**src/design/gli_pkg.sv**
```systemverilog
// Package for the general pin and status lamp block.
// Assumes one 25 MHz clock and an asynchronous active-low reset.
package gli_pkg;

  // ----------------------------------------
  // Sizes and timing
  // ----------------------------------------
  localparam int unsigned PIN_COUNT = 3;
  localparam int unsigned CLK_FREQ_HZ = 25000000;
  localparam int unsigned LAMP_INTERVAL_MS = 80;
  // 80 ms at 25 MHz, exact
  localparam int unsigned LAMP_INTERVAL_CYC = (CLK_FREQ_HZ / 1000) * LAMP_INTERVAL_MS;
  localparam int unsigned LAMP_CNT_W = 21;

  // ----------------------------------------
  // Pin positions of the lamps
  // ----------------------------------------
  localparam int unsigned SPEED_LAMP_POS = 0;
  localparam int unsigned LINK_ACT_LAMP_POS = 1;
  localparam int unsigned DUPLEX_LAMP_POS = 2;

  // ----------------------------------------
  // Reset values
  // ----------------------------------------
  localparam logic [2:0] PIN_OUT_RST = 3'h7;
  localparam logic [2:0] PIN_OE_RST = 3'h0;
  localparam logic [2:0] PIN_IN_RST = 3'h0;

  // ----------------------------------------
  // Per-pin mode
  // ----------------------------------------
  typedef enum logic [1:0] {
    GLI_MODE_INPUT = 2'h0,
    GLI_MODE_PUSH_PULL = 2'h1,
    GLI_MODE_OPEN_DRAIN = 2'h2,
    GLI_MODE_LAMP = 2'h3
  } gli_mode_t;

  typedef struct packed {
    logic link_up;
    logic speed_100;
    logic full_duplex;
    logic activity;
  } gli_link_status_t;

  typedef enum logic [1:0] {
    GLI_ACT_IDLE,
    GLI_ACT_OFF,
    GLI_ACT_ON_HOLD
  } gli_act_state_t;

endpackage

```
**src/design/gli_gpio_led.sv**
```systemverilog
// General pins with status lamp multiplexing and the link-activity blinker.
// Assumes all inputs are synchronous to clk; mode bits come from a host register.
// Notes on behaviour
// - Each of three pins is input, push-pull output, open-drain output or lamp.
// - Lamp pins only pull low or release, never drive high.
// - Speed lamp low while link runs at 100 Mb.
// - Speed lamp high during negotiation, no cable, or 10 Mb.
// - Link-activity lamp low while linked and no blink running.
// - Activity while linked turns link-activity lamp off for 80 ms.
// - After each off pulse, lamp stays on at least 80 ms before next.
// - Duplex lamp low in full duplex, inactive otherwise.
`timescale 1ns/1ns
`default_nettype none

module gli_gpio_led #(
  parameter int unsigned LAMP_INTERVAL_CYC = gli_pkg::LAMP_INTERVAL_CYC
) (
  input wire logic clk,
  input wire logic rst_b,
  input wire gli_pkg::gli_mode_t [2:0] pin_mode,
  input wire logic [2:0] pin_out_val,
  input wire gli_pkg::gli_link_status_t link_status,
  input wire logic [2:0] pin_in,
  output logic [2:0] pin_out,
  output logic [2:0] pin_oe,
  output logic [2:0] pin_in_val,
  output logic [2:0] status_lamps_n
);

  // ----------------------------------------
  // Link status fields
  // ----------------------------------------
  logic link_up;
  logic speed_100;
  logic full_duplex;
  logic activity;

  assign link_up = link_status.link_up;
  assign speed_100 = link_status.speed_100;
  assign full_duplex = link_status.full_duplex;
  assign activity = link_status.activity;

  // ----------------------------------------
  // Interval counter
  // ----------------------------------------
  // Counts 0 to LAMP_INTERVAL_CYC-1, once for the off phase
  // and once more for the guaranteed on phase.
  // The width holds 80 ms of the 25 MHz clock; a longer
  // interval needs a wider counter.
  logic [gli_pkg::LAMP_CNT_W-1:0] cnt_q;
  logic [gli_pkg::LAMP_CNT_W-1:0] cnt_d;
  logic [gli_pkg::LAMP_CNT_W-1:0] cnt_last;
  logic [gli_pkg::LAMP_CNT_W-1:0] cnt_inc;
  logic cnt_done;

  assign cnt_last = gli_pkg::LAMP_CNT_W'(LAMP_INTERVAL_CYC - 1);
  assign cnt_inc = cnt_q + 1'b1;
  assign cnt_done = (cnt_q == cnt_last);

  // ----------------------------------------
  // Activity blinker state
  // ----------------------------------------
  gli_pkg::gli_act_state_t act_q;
  gli_pkg::gli_act_state_t act_d;
  logic in_idle;
  logic in_off;
  logic in_hold;
  logic blink_start;

  assign in_idle = (act_q == gli_pkg::GLI_ACT_IDLE);
  assign in_off = (act_q == gli_pkg::GLI_ACT_OFF);
  assign in_hold = (act_q == gli_pkg::GLI_ACT_ON_HOLD);
  // Activity is only looked at once the on phase is over
  assign blink_start = in_idle & link_up & activity;

  always_comb begin
    act_d = act_q;
    cnt_d = cnt_q;
    unique case (act_q)
      gli_pkg::GLI_ACT_IDLE: begin
        if (blink_start) begin
          act_d = gli_pkg::GLI_ACT_OFF;
          cnt_d = '0;
        end
      end

      gli_pkg::GLI_ACT_OFF: begin
        cnt_d = cnt_inc;
        if (cnt_done) begin
          act_d = gli_pkg::GLI_ACT_ON_HOLD;
          cnt_d = '0;
        end
      end

      gli_pkg::GLI_ACT_ON_HOLD: begin
        cnt_d = cnt_inc;
        // Guaranteed on time before any further blink
        if (cnt_done && in_hold) begin
          act_d = gli_pkg::GLI_ACT_IDLE;
          cnt_d = '0;
        end
      end

      default: begin
        act_d = gli_pkg::GLI_ACT_IDLE;
        cnt_d = '0;
      end
    endcase
    // Link loss ends any blink at once, so a new link
    // starts with the lamp solid on
    if (!link_up) begin
      act_d = gli_pkg::GLI_ACT_IDLE;
      cnt_d = '0;
    end
  end

  always_ff @(posedge clk or negedge rst_b) begin
    if (!rst_b) begin
      act_q <= gli_pkg::GLI_ACT_IDLE;
      cnt_q <= '0;
    end else begin
      act_q <= act_d;
      cnt_q <= cnt_d;
    end
  end

  // ----------------------------------------
  // Lamp levels
  // ----------------------------------------
  // Lamp levels are active low, as on the pins.
  // Auto-negotiation and no cable both show as link down
  logic speed_lamp_n;
  logic link_activity_lamp_n;
  logic duplex_lamp_n;
  logic [2:0] lamp_n;

  assign speed_lamp_n = ~(link_up & speed_100);
  assign duplex_lamp_n = ~(link_up & full_duplex);
  assign link_activity_lamp_n = ~link_up | in_off;
  assign lamp_n = {duplex_lamp_n, link_activity_lamp_n, speed_lamp_n};

  // ----------------------------------------
  // Pin drive decode
  // ----------------------------------------
  // Returns {output value, output enable} for one pin
  function automatic logic [1:0] pin_drive(
    input gli_pkg::gli_mode_t mode,
    input logic val,
    input logic lamp
  );
    logic [1:0] drv;
    drv = 2'h2;
    unique case (mode)
      gli_pkg::GLI_MODE_INPUT: begin
        // Released; the output value is parked high
        drv = 2'h2;
      end
      gli_pkg::GLI_MODE_PUSH_PULL: begin
        drv = {val, 1'h1};
      end
      gli_pkg::GLI_MODE_OPEN_DRAIN: begin
        drv = {1'h0, ~val};
      end
      gli_pkg::GLI_MODE_LAMP: begin
        // Drive low only; the pull-up makes the high
        drv = {1'h0, ~lamp};
      end
    endcase
    return drv;
  endfunction

  // ----------------------------------------
  // Pin drivers
  // ----------------------------------------
  logic [1:0] drv0;
  logic [1:0] drv1;
  logic [1:0] drv2;
  logic [2:0] out_d;
  logic [2:0] oe_d;

  assign drv0 = pin_drive(pin_mode[0], pin_out_val[0], lamp_n[0]);
  assign drv1 = pin_drive(pin_mode[1], pin_out_val[1], lamp_n[1]);
  assign drv2 = pin_drive(pin_mode[2], pin_out_val[2], lamp_n[2]);
  assign out_d = {drv2[1], drv1[1], drv0[1]};
  assign oe_d = {drv2[0], drv1[0], drv0[0]};

  // ----------------------------------------
  // Registered pin and lamp outputs
  // ----------------------------------------
  // Lamp levels leave on their own port whatever the pin
  // mode, so the status registers can still show them
  always_ff @(posedge clk or negedge rst_b) begin
    if (!rst_b) begin
      pin_out <= gli_pkg::PIN_OUT_RST;
      pin_oe <= gli_pkg::PIN_OE_RST;
      status_lamps_n <= gli_pkg::PIN_OUT_RST;
    end else begin
      pin_out <= out_d;
      pin_oe <= oe_d;
      status_lamps_n <= lamp_n;
    end
  end

  // ----------------------------------------
  // Input sampling
  // ----------------------------------------
  // Inputs are taken as synchronous; no extra stage here.
  // Levels for the status registers read by software
  always_ff @(posedge clk or negedge rst_b) begin
    if (!rst_b) begin
      pin_in_val <= gli_pkg::PIN_IN_RST;
    end else begin
      pin_in_val <= pin_in;
    end
  end

endmodule

`default_nettype wire

```
**config.mk**
```make
export PLATFORM = sky130hd
export DESIGN_NAME = gli_gpio_led
export DESIGN_NICKNAME = d
export VERILOG_FILES = /design/src/design/gli_pkg.sv /design/src/design/gli_gpio_led.sv
export SDC_FILE = /design/constraint.sdc
export NUM_CORES = 1
export LEC_CHECK = 0
export BUFFER_PORTS_ARGS = -buffer_cell sky130_fd_sc_hd__buf_2
export CAP_MARGIN = 20
export CORE_UTILIZATION = 50
export DETAILED_ROUTE_END_ITERATION = 16
export PLACE_DENSITY = 0.7
export SYNTH_ARGS = -nofsm -noshare
export SYNTH_HDL_FRONTEND = slang
export SYNTH_SLANG_ARGS = --single-unit
```
**constraint.sdc**
```tcl
create_clock -name clk -period 4.25 [get_ports clk]
set_input_delay 0.425 -clock clk [delete_from_list [all_inputs] [get_ports clk]]
set_output_delay 0.425 -clock clk [all_outputs]
set_load 0.01 [all_outputs]
```
==> Word-level counts from Yosys, hierarchy flattened <==
Index checks and enable logic that the tools add are counted.
{ "op_classes": {"add_sub_neg": 1, "eq_ne": 15, "n_mux": 13, "n_bitwise": 12, "n_reduce_logical": 6} }
{ "op_table": {"columns": ["op", "count"], "rows": [
  ["21-bit 2-to-1 mux", 4],
  ["21-bit case mux with 3 select lines", 1],
  ["2-bit case mux with 4 select lines", 3],
  ["21-bit by 1-bit adder with 21-bit output (second input constant)", 1],
  ["21-bit == test (second input constant)", 1],
  ["2-bit == test (second input constant)", 7],
  ["2-bit by 1-bit == test with 1-bit output (second input constant)", 4],
  ["2-bit zero test", 4],
  ["2-bit 2-to-1 mux", 4],
  ["1-bit inverter", 7],
  ["3-bit by 2-bit != test with 1-bit output (second input constant)", 2],
  ["2-bit case mux with 3 select lines", 1],
  ["1-bit AND", 4],
  ["3-bit != test (second input constant)", 1],
  ["3-bit AND reduction", 1],
  ["1-bit logical AND", 1],
  ["1-bit OR", 1]
]} }
{ "totals": {"register_bits": 35, "input_bits": 18, "elab_cells": 53} }

==> Depth between registers and ports, before layout <==
Gate-level depths: netlist of the first run.
{ "logic_depth": {"depth_word": 6, "ltp_mapped": 8, "depth_no_buf": 7} }

==> Least setup slack after synthesis of the first run <==
Ideal clock, no wire load.
{ "synth_timing": {"path_kind": "reg-to-reg", "startpoint": "reg cnt_q[14] (netlist bit)", "endpoint": "reg cnt_q[5] (netlist bit)", "setup_ns": 0.137, "t_arrival_ns": 1.860, "t_required_ns": 4.113, "slack_ns": 2.252, "stages_incl_launch_ff": 8, "path_buffers": 2, "synth_period_minus_slack_ns": 1.998, "path_cell_list": "dfrtp_1 -> buf_2 -> or4b_4 -> nor4_4 -> a21oi_2 -> buf_6 -> a31oi_1 -> a31oi_1"} }
{ "synth_via": {"elab_chain_len": 5} }
{ "synth_lines": {"columns": ["element", "line_no", "rtl"], "rows": [
  ["start, declared", "gli_gpio_led.sv:50", "logic [gli_pkg::LAMP_CNT_W-1:0] cnt_q;"],
  ["start signal, assigned", "gli_gpio_led.sv:123", "cnt_q <= cnt_d;"],
  ["21-bit == test *", "gli_gpio_led.sv:58", "assign cnt_done = (cnt_q == cnt_last);"],
  ["1-bit logical AND", "gli_gpio_led.sv:98", "if (cnt_done && in_hold) begin"],
  ["21-bit 2-to-1 mux", "gli_gpio_led.sv:98", null],
  ["21-bit case mux with 3 select lines *", "gli_gpio_led.sv:79", "unique case (act_q)"],
  ["21-bit 2-to-1 mux *", "gli_gpio_led.sv:111", "if (!link_up) begin"]
]} }
Every way passes the cells marked *; elsewhere a longest branch is shown, timed or not.
A chain may end at the register's enable or synchronous reset.

==> Worst setup path after layout of the first run <==
{ "layout_timing": {"startpoint": "reg act_q[1]", "endpoint": "reg cnt_q[18] (netlist bit)"} }
{ "layout_via": {"elab_chain_len": 5} }
{ "layout_lines": {"columns": ["element", "line_no", "rtl"], "rows": [
  ["start, declared", "gli_gpio_led.sv:63", "gli_pkg::gli_act_state_t act_q;"],
  ["start signal, assigned", "gli_gpio_led.sv:119", "act_q <= gli_pkg::GLI_ACT_IDLE;"],
  ["start signal, assigned", "gli_gpio_led.sv:122", "act_q <= act_d;"],
  ["2-bit == test", "gli_gpio_led.sv:72, gli_gpio_led.sv:79", null],
  ["1-bit logical AND", "gli_gpio_led.sv:98", null],
  ["21-bit 2-to-1 mux", "gli_gpio_led.sv:98", null],
  ["21-bit case mux with 3 select lines", "gli_gpio_led.sv:79", null],
  ["21-bit 2-to-1 mux", "gli_gpio_led.sv:111", null]
]} }
Parallel ways exist; a longest one is shown, timed or not.

==> metrics.txt, run 1 <==
# TYPE chip_impl_metric gauge
chip_impl_info{name="tritoncts",value="done"} 1
chip_impl_metric{name="synth.cell_area",unit="um2"} 1770
chip_impl_metric{name="clk_pin_slew_worst_paths",unit="ps"} 120
chip_impl_metric{name="cts_setup_buffers",unit=""} 0
chip_impl_metric{name="detail_route.first_pass.iterations",unit=""} 4
chip_impl_info{name="synth.top_cells.by_count",value="sky130_fd_sc_hd__dfrtp_1 (29), sky130_fd_sc_hd__nand2_1 (27), sky130_fd_sc_hd__a31oi_1 (20)"} 1
chip_impl_metric{name="post-route-min-period",unit="ps"} 2420
chip_impl_metric{name="synth-async-reset-ratio",unit=""} 1.00
chip_impl_info{name="post-synth-top-count-cell",value="sky130_fd_sc_hd__dfrtp_1"} 1
chip_impl_metric{name="gp_congestion",unit=""} 0.850
chip_impl_metric{name="die_w",unit="um"} 61.4
chip_impl_metric{name="clk-insertion-delay-late",unit="ps"} 360
chip_impl_metric{name="finalWirelength",unit="um"} 3640
chip_impl_metric{name="gr_usage_total",unit=""} 0.223
chip_impl_metric{name="h-tree-depth",unit=""} 2
chip_impl_metric{name="max_clock_freq",unit="MHz"} 413
chip_impl_metric{name="rrSetupSlack",unit="ps"} 1830
chip_impl_metric{name="port_bufs",unit=""} 29
chip_impl_metric{name="hold_viol",unit=""} 0
chip_impl_metric{name="measured_slew_at_the_worst_slew_check_pin",unit="ps"} 792
chip_impl_metric{name="antenna_found_initial",unit=""} 0
chip_impl_metric{name="cellLeakagePower",unit="uW"} 0.000855
chip_impl_metric{name="largest_net_degree_at_the_start_of_global_routing",unit=""} 36
chip_impl_metric{name="drv.max_cap_violation_count",unit=""} 0
chip_impl_metric{name="rows",unit=""} 21
chip_impl_info{name="top_ff_cell_synth",value="sky130_fd_sc_hd__dfrtp_1"} 1
chip_impl_metric{name="cts_repair_resize_count",unit=""} 0
chip_impl_metric{name="route.detailed.wl_per_inst",unit="um"} 14.0
chip_impl_metric{name="vias_in_the_first_global_route",unit=""} 1415
chip_impl_info{name="rsz0062_at_grt",value="no"} 1
chip_impl_metric{name="dp_cells",unit=""} 252
chip_impl_metric{name="io_pins",unit=""} 30
chip_impl_metric{name="fraction_of_final_layout_cells_with_drive_strength_greater_than_1",unit=""} 0.234
chip_impl_info{name="synth_top_cell_by_area",value="sky130_fd_sc_hd__dfrtp_1"} 1
chip_impl_metric{name="synth_enable_flop_cells",unit=""} 0
chip_impl_metric{name="post-synth-top-area-fraction",unit=""} 0.411
chip_impl_metric{name="postCtsHoldBufs",unit=""} 0
chip_impl_info{name="worst_path_max_delay_cell",value="sky130_fd_sc_hd__a21oi_2"} 1
chip_impl_metric{name="worstPathArrival",unit="ps"} 2680
chip_impl_metric{name="slew_violations",unit=""} 0
chip_impl_metric{name="core_area",unit="um2"} 3360
chip_impl_metric{name="crit_path_max_incr_delay",unit="ps"} 600
chip_impl_metric{name="route.detailed.vias_per_inst",unit=""} 5.90
chip_impl_metric{name="setup_viol",unit=""} 0
chip_impl_metric{name="die_height",unit="um"} 61.4
chip_impl_metric{name="antenna_cells",unit=""} 0
chip_impl_info{name="critical_path.endpoint_type",value="register"} 1
chip_impl_metric{name="vias",unit=""} 1534
chip_impl_metric{name="yosys_warnings",unit=""} 0
chip_impl_info{name="hold_path_class",value="primary input to asynchronous set/reset pin"} 1
chip_impl_metric{name="nNetsFinal",unit=""} 236
chip_impl_info{name="status",value="complete, no violations"} 1
chip_impl_metric{name="synthDistinctLibCells",unit=""} 35
chip_impl_metric{name="seq_area_frac_synth",unit=""} 0.500
chip_impl_metric{name="initialDrtViolationCount",unit=""} 65
chip_impl_metric{name="synth_fp_nets",unit=""} 209
chip_impl_metric{name="ys_seq_elements",unit=""} 35
chip_impl_info{name="cp_cell_sequence",value="inv_1, ha_1, o211ai_1, or2_2, a21oi_2, a41oi_1, a31oi_1"} 1
chip_impl_info{name="cts-root-buf",value="sky130_fd_sc_hd__clkbuf_4"} 1
chip_impl_metric{name="final.setup.tns",unit="ps"} 0
chip_impl_metric{name="area_growth_syn_to_layout",unit="%"} 13.5
chip_impl_info{name="worst-setup-path-type",value="register to register"} 1
chip_impl_metric{name="remaining_drc_errors",unit=""} 0
chip_impl_metric{name="timing.critical_path.fanout_max",unit=""} 17
chip_impl_info{name="timing.critical_path.from_type",value="register"} 1
chip_impl_metric{name="p_per_area",unit="nW/um2"} 345
chip_impl_metric{name="syn_inst",unit=""} 186
chip_impl_metric{name="max-clock-path-buffers",unit=""} 2
chip_impl_metric{name="antenna_left",unit=""} 0
chip_impl_metric{name="clock_skew",unit="ps"} 15.6
chip_impl_metric{name="numClockSinks",unit=""} 35
chip_impl_metric{name="worst-endpoint-required",unit="ps"} 4510
chip_impl_metric{name="worst-path-buf-inv",unit=""} 1
chip_impl_metric{name="ir_drop",unit="uV"} 183
chip_impl_metric{name="holdWs",unit="ps"} 117
chip_impl_metric{name="overflow",unit=""} 0
chip_impl_metric{name="timing.slew.headroom",unit=""} 0.472
chip_impl_metric{name="finalCritPeriodShare",unit=""} 0.570
chip_impl_metric{name="postSynthAreaPerCell",unit="um2"} 9.49
chip_impl_metric{name="die-area",unit="um2"} 3770
chip_impl_metric{name="finish.cell_count_without_fillers",unit=""} 260
chip_impl_metric{name="initial_core_util",unit=""} 0.525
chip_impl_info{name="path_delay_family",value="compound AO/OA/AOI/OAI gates"} 1
chip_impl_metric{name="place.detailed.hpwl",unit="um"} 2480
chip_impl_info{name="synth_area_leaders",value="sky130_fd_sc_hd__dfrtp_1 (41%), sky130_fd_sc_hd__dfstp_2 (8.9%), sky130_fd_sc_hd__a31oi_1 (7.1%)"} 1
chip_impl_metric{name="cts-buffers-inserted",unit=""} 5
chip_impl_metric{name="first_pass_grt_wire_length",unit="um"} 6030
==> per-layer routing <==
layer  vias to the layer above  part of all wire  global-route usage
met5                         -                 0                   0
met4                         0             0.013               0.121
met3                         6             0.072              0.0714
met2                        50              0.49               0.373
met1                       735              0.43               0.255
li1                        743                 -                   -
==> power breakdown <==
group,total [uW],switching [uW],leakage (uW),internal [uW]
logic,96.5,61.8,0.000357,34.6
clock network,241,117,0.0000452,124
registers,354,5.25,0.000453,349
total,692,184,0.000855,507
==> cell type report <==
type / count / area, um2
clock buffer: 5 / 37.5
timing repair buffer: 29 / 145
inverter: 7 / 26.3
sequential: 35 / 883
fill: 304 / 1360
clock inverter: 3 / 43.8
tap: 46 / 57.6
multi-input combinational: 135 / 811
==> worst reg2reg max path: stages (launching register included) <==
cell and delay [ps]:
sky130_fd_sc_hd__dfrtp_1 420, sky130_fd_sc_hd__inv_1 100, sky130_fd_sc_hd__ha_1 220, sky130_fd_sc_hd__o211ai_1 210
sky130_fd_sc_hd__or2_2 370, sky130_fd_sc_hd__a21oi_2 600, sky130_fd_sc_hd__a41oi_1 210, sky130_fd_sc_hd__a31oi_1 190
==> stage by stage <==
| step | setup WS [ps] | total power, uW | utilization | area [um2] |
|---|---|---|---|---|
| 6_report | 1830 | 692 | 0.596 | 2000 |
| 5_1_grt | 1610 | 729 | 0.596 | 2000 |
| 4_1_cts | 1860 | 698 | 0.596 | 2000 |
| 3_5_place_dp | 1910 | 457 | 0.572 | 1920 |
| 3_3_place_gp | 1990 | 454 | 0.572 | 1920 |
| 2_1_floorplan | 2250 | 423 | - | 1770 |
==> kinds of logic (layout without fill, tap and decap cells) <==
kind of cell / Yosys count / in the layout / share of synthesized area
AOI/OAI and AO/OA: 57 / 57 / 0.204
DFF: 35 / 35 / 0.500
adders and majority gates: 5 / 5 / 0.0354
and+or+nand+nor: 72 / 72 / 0.214
muxes: 1 / 1 / 0.00567
buffers and inverters: 16 / 44 / 0.0404
==> sequential cells by signal, summed over array words and instances, names as in the netlist <==
signal and count:
cnt_q 21, pin_oe 3, pin_in_val 3, pin_out 3, status_lamps_n 3, act_q 2
==> worst paths after layout <==
| check | start | endpoint | cells past startpoint |
|---|---|---|---|
| worst min-delay path | rst_b | cnt_q[4] | 1 |
| worst max-delay path | act_q[1] | cnt_q[18] | 7 |
| min in group clk | pin_in[2] | pin_in_val[2] | 1 |
| worst max register to register | act_q[1] | cnt_q[18] | 7 |
| max in group asynchronous | rst_b | cnt_q[16] | 1 |
| worst min register to register | cnt_q[7] | cnt_q[7] | 1 |
==> layout by cell type, fill, tap and decap left out, types with 2 or more instances in the layout <==
| cell | netlist | final |
|---|---|---|
| sky130_fd_sc_hd__nand4b_1 | 2 | 2 |
| sky130_fd_sc_hd__buf_2 | 3 | 29 |
| sky130_fd_sc_hd__nand3_1 | 11 | 11 |
| sky130_fd_sc_hd__a21oi_2 | 2 | 2 |
| sky130_fd_sc_hd__and3_1 | 4 | 4 |
| sky130_fd_sc_hd__nor3_1 | 3 | 3 |
| sky130_fd_sc_hd__nand2_1 | 27 | 27 |
| sky130_fd_sc_hd__dfstp_2 | 6 | 6 |
| sky130_fd_sc_hd__or2_2 | 2 | 2 |
| sky130_fd_sc_hd__a41oi_1 | 7 | 7 |
| sky130_fd_sc_hd__inv_1 | 7 | 7 |
| sky130_fd_sc_hd__nand2b_1 | 3 | 3 |
| sky130_fd_sc_hd__dfrtp_1 | 29 | 29 |
| sky130_fd_sc_hd__clkbuf_4 | 0 | 5 |
| sky130_fd_sc_hd__a21oi_1 | 14 | 14 |
| sky130_fd_sc_hd__o21ai_0 | 8 | 8 |
| sky130_fd_sc_hd__ha_1 | 5 | 5 |
| sky130_fd_sc_hd__nand4_1 | 4 | 4 |
| sky130_fd_sc_hd__nor2_1 | 9 | 9 |
| sky130_fd_sc_hd__a31oi_1 | 20 | 20 |
Power figures use the tool's default switching activity.
==> run 2, diff against run 1 <==
Settings changed: PLACE_DENSITY 0.7 to 0.73.
Clock period 4.25 ns to 2 ns, I/O delays scaled along.
==> run 2 against run 1 <==
  * Global-route usage is 2.0 points higher
  * Highest routed layer unchanged
  * Power up 120%
  * Critical endpoint is now act_q[0]
  * Sequential cell count unchanged
  * Largest cell class unchanged
  * Critical path type unchanged
  * Cell count rose by 14%
  * First-iteration DRC count rose by 20%
  * Sequential power increased by 110%
  * Count of clock-buffer cells in the layout is 1 higher
  * Routed wire length is 14% higher
==> metrics.txt, run 2 (synthesized netlist as in run 1, its figures left out) <==
# TYPE chip_impl_metric gauge
chip_impl_metric{name="route.detailed.vias_per_inst",unit=""} 5.73
chip_impl_info{name="min_to",value="pin_oe[1]"} 1
chip_impl_metric{name="worst_slack_at_placement",unit="ps"} -78.9
chip_impl_metric{name="finalCritPeriodShare",unit=""} 0.952
chip_impl_metric{name="io_pins",unit=""} 30
chip_impl_metric{name="finalWirelength",unit="um"} 4150
chip_impl_metric{name="reg2reg_depth",unit=""} 6
chip_impl_info{name="mostFrequentLayoutCells",value="sky130_fd_sc_hd__dfrtp_1 (29), sky130_fd_sc_hd__buf_2 (29), sky130_fd_sc_hd__nand2_1 (27)"} 1
chip_impl_metric{name="rows",unit=""} 21
chip_impl_metric{name="h-tree-depth",unit=""} 2
chip_impl_metric{name="max-clock-path-buffers",unit=""} 2
chip_impl_metric{name="cellLeakagePower",unit="uW"} 0.00104
chip_impl_info{name="timing.critical_path.from_type",value="register"} 1
chip_impl_metric{name="core_area",unit="um2"} 3360
chip_impl_metric{name="gp_congestion",unit=""} 0.846
chip_impl_metric{name="die_w",unit="um"} 61.4
chip_impl_info{name="cts-root-buf",value="sky130_fd_sc_hd__clkbuf_4"} 1
chip_impl_metric{name="p_per_area",unit="nW/um2"} 665
chip_impl_metric{name="hold_viol",unit=""} 0
chip_impl_metric{name="detail_route.first_pass.iterations",unit=""} 4
chip_impl_metric{name="remaining_drc_errors",unit=""} 0
chip_impl_metric{name="worst-endpoint-required",unit="ps"} 2270
chip_impl_metric{name="initialDrtViolationCount",unit=""} 78
chip_impl_info{name="worst_path_max_delay_cell",value="sky130_fd_sc_hd__or4b_4"} 1
chip_impl_metric{name="largest_reg_flops",unit=""} 21
chip_impl_metric{name="clk_pin_slew_worst_paths",unit="ps"} 110
chip_impl_metric{name="setup_viol",unit=""} 0
chip_impl_info{name="tritoncts",value="done"} 1
chip_impl_metric{name="antenna_cells",unit=""} 0
chip_impl_metric{name="holdWs",unit="ps"} 54.2
chip_impl_metric{name="route.detailed.wl_per_inst",unit="um"} 14.0
chip_impl_metric{name="ir_drop",unit="uV"} 409
chip_impl_metric{name="antenna_left",unit=""} 0
chip_impl_metric{name="nFillCells",unit=""} 272
chip_impl_metric{name="die-area",unit="um2"} 3770
chip_impl_metric{name="crit_path_max_incr_delay",unit="ps"} 550
chip_impl_metric{name="timing.critical_path.fanout_max",unit=""} 4
chip_impl_info{name="cp_cell_sequence",value="or4b_4, nor4_4, buf_4, a21oi_1, nor2_1, mux2i_1"} 1
chip_impl_info{name="hold_path.startpoint",value="pin_mode[2]"} 1
chip_impl_info{name="hold_path_class",value="primary input to register"} 1
chip_impl_metric{name="post-route-min-period",unit="ps"} 1900
chip_impl_info{name="critical_path.endpoint_type",value="register"} 1
chip_impl_info{name="registers.top_by_ff_count",value="cnt_q"} 1
chip_impl_metric{name="measured_slew_at_the_worst_slew_check_pin",unit="ps"} 756
chip_impl_metric{name="rrSetupSlack",unit="ps"} 100
chip_impl_info{name="status",value="complete, no violations"} 1
chip_impl_metric{name="slew_violations",unit=""} 0
chip_impl_metric{name="timing.hold.worst_path_depth",unit=""} 2
chip_impl_metric{name="antenna_found_initial",unit=""} 0
chip_impl_metric{name="largest_net_degree_at_the_start_of_global_routing",unit=""} 36
chip_impl_metric{name="gr_usage_total",unit=""} 0.243
chip_impl_metric{name="numClockSinks",unit=""} 35
chip_impl_metric{name="timing.slew.headroom",unit=""} 0.496
chip_impl_metric{name="vias",unit=""} 1696
chip_impl_metric{name="cts-buffers-inserted",unit=""} 5
chip_impl_metric{name="die_height",unit="um"} 61.4
chip_impl_info{name="timing.rr.start",value="cnt_q[13]"} 1
chip_impl_info{name="r2r_end",value="act_q[0]"} 1
chip_impl_metric{name="overflow",unit=""} 0
chip_impl_metric{name="fraction_of_final_layout_cells_with_drive_strength_greater_than_1",unit=""} 0.300
chip_impl_metric{name="drv.max_cap_violation_count",unit=""} 0
chip_impl_metric{name="first_pass_grt_wire_length",unit="um"} 6620
chip_impl_metric{name="initial_core_util",unit=""} 0.525
chip_impl_metric{name="area_growth_syn_to_layout",unit="%"} 31.8
chip_impl_metric{name="max_clock_freq",unit="MHz"} 525
chip_impl_metric{name="nNetsFinal",unit=""} 272
chip_impl_metric{name="worst_slack",unit="ps"} 96.0
chip_impl_metric{name="vias_in_the_first_global_route",unit=""} 1611
chip_impl_metric{name="clk-insertion-delay-late",unit="ps"} 340
chip_impl_metric{name="port_bufs",unit=""} 29
chip_impl_metric{name="clock_skew",unit="ps"} 11.8
chip_impl_metric{name="worstPathArrival",unit="ps"} 2170
chip_impl_info{name="worst-setup-path-type",value="register to register"} 1
chip_impl_metric{name="place.detailed.hpwl",unit="um"} 2830
==> run 2: cell count changes in the layout (fill, tap and decap cells not counted), moves of 2 or more <==
cell                            before  now
sky130_fd_sc_hd__buf_4               0   24
sky130_fd_sc_hd__dlygate4sd3_1       0   12
sky130_fd_sc_hd__o21ai_0             8    6
sky130_fd_sc_hd__o21ai_1             0    2
==> run 2: routing by layer <==
layer,share of wire,up-vias,global-route usage
li1,-,816,-
met2,0.52,53,0.435
met3,0.041,8,0.0483
met5,0,-,0
met1,0.43,819,0.276
met4,0.016,0,0.124
==> run 2: worst max-delay path: cells and delay by family (launching register included) <==
family / cells / cell delay (ps)
buffers and inverters: 1 / 190
AND/OR/NAND/NOR: 3 / 940
flip-flops: 1 / 410
multiplexers: 1 / 190
AO/OA/AOI/OAI: 1 / 100
==> run 2: worst max-delay path by stage <==
stage / slack (ps) / depth (start not counted) / startpoint / end
finish: 100 / 6 / cnt_q[13] / act_q[0]
CTS: 40 / 6 / cnt_q[13] / act_q[1]
detailed placement: -80 / 6 / cnt_q[0] / cnt_q[12]
global route: -6 / 8 / cnt_q[0] / cnt_q[18]
global placement: 40 / 6 / cnt_q[0] / cnt_q[12]
floorplan: 2 / 7 / cnt_q[14] / cnt_q[5]
==> run 2: what timing repair did <==
| item | CTS | global route |
|---|---|---|
| resized for setup | 2 | 3 |
| hold buffers | 11 | 1 |
| pin swaps | 0 | 1 |
| setup buffers | 0 | 2 |
| endpoints found under the setup margin | 6 | 6 |
| endpoints found under the hold margin | 37 | 1 |
==> run 2: report_power, final <==
part | internal (uW) | leakage [uW] | switching, uW
Combinational | 112 | 0.000536 | 146
Sequential | 742 | 0.000453 | 10.1
Clock | 295 | 0.0000482 | 243
==> run 2: per-stage QoR <==
| stage | power, uW | instance area, um2 | setup TNS (ps) | utilization | instances |
|---|---|---|---|---|---|
| global placement | 984 | 2090 | 0 | 0.621 | 274 |
| global route | 1640 | 2330 | -6.50 | 0.692 | 296 |
| floorplan | 899 | 1770 | 0 | - | 186 |
| CTS | 1560 | 2290 | 0 | 0.682 | 293 |
| finish | 1550 | 2330 | 0 | 0.692 | 296 |
| detailed placement | 995 | 2090 | -188 | 0.621 | 274 |
==> run 2: final cells by class <==
class / instances / area, um2 / area share
Timing Repair Buffer: 65 / 445 / 0.191
Multi-Input combinational cell: 135 / 828 / 0.356
Clock inverter: 2 / 35.0 / 0.0151
Tap cell: 46 / 57.6 / 0.0247
Sequential cell: 35 / 883 / 0.380
Inverter: 7 / 26.3 / 0.0113
Clock buffer: 6 / 51.3 / 0.0220
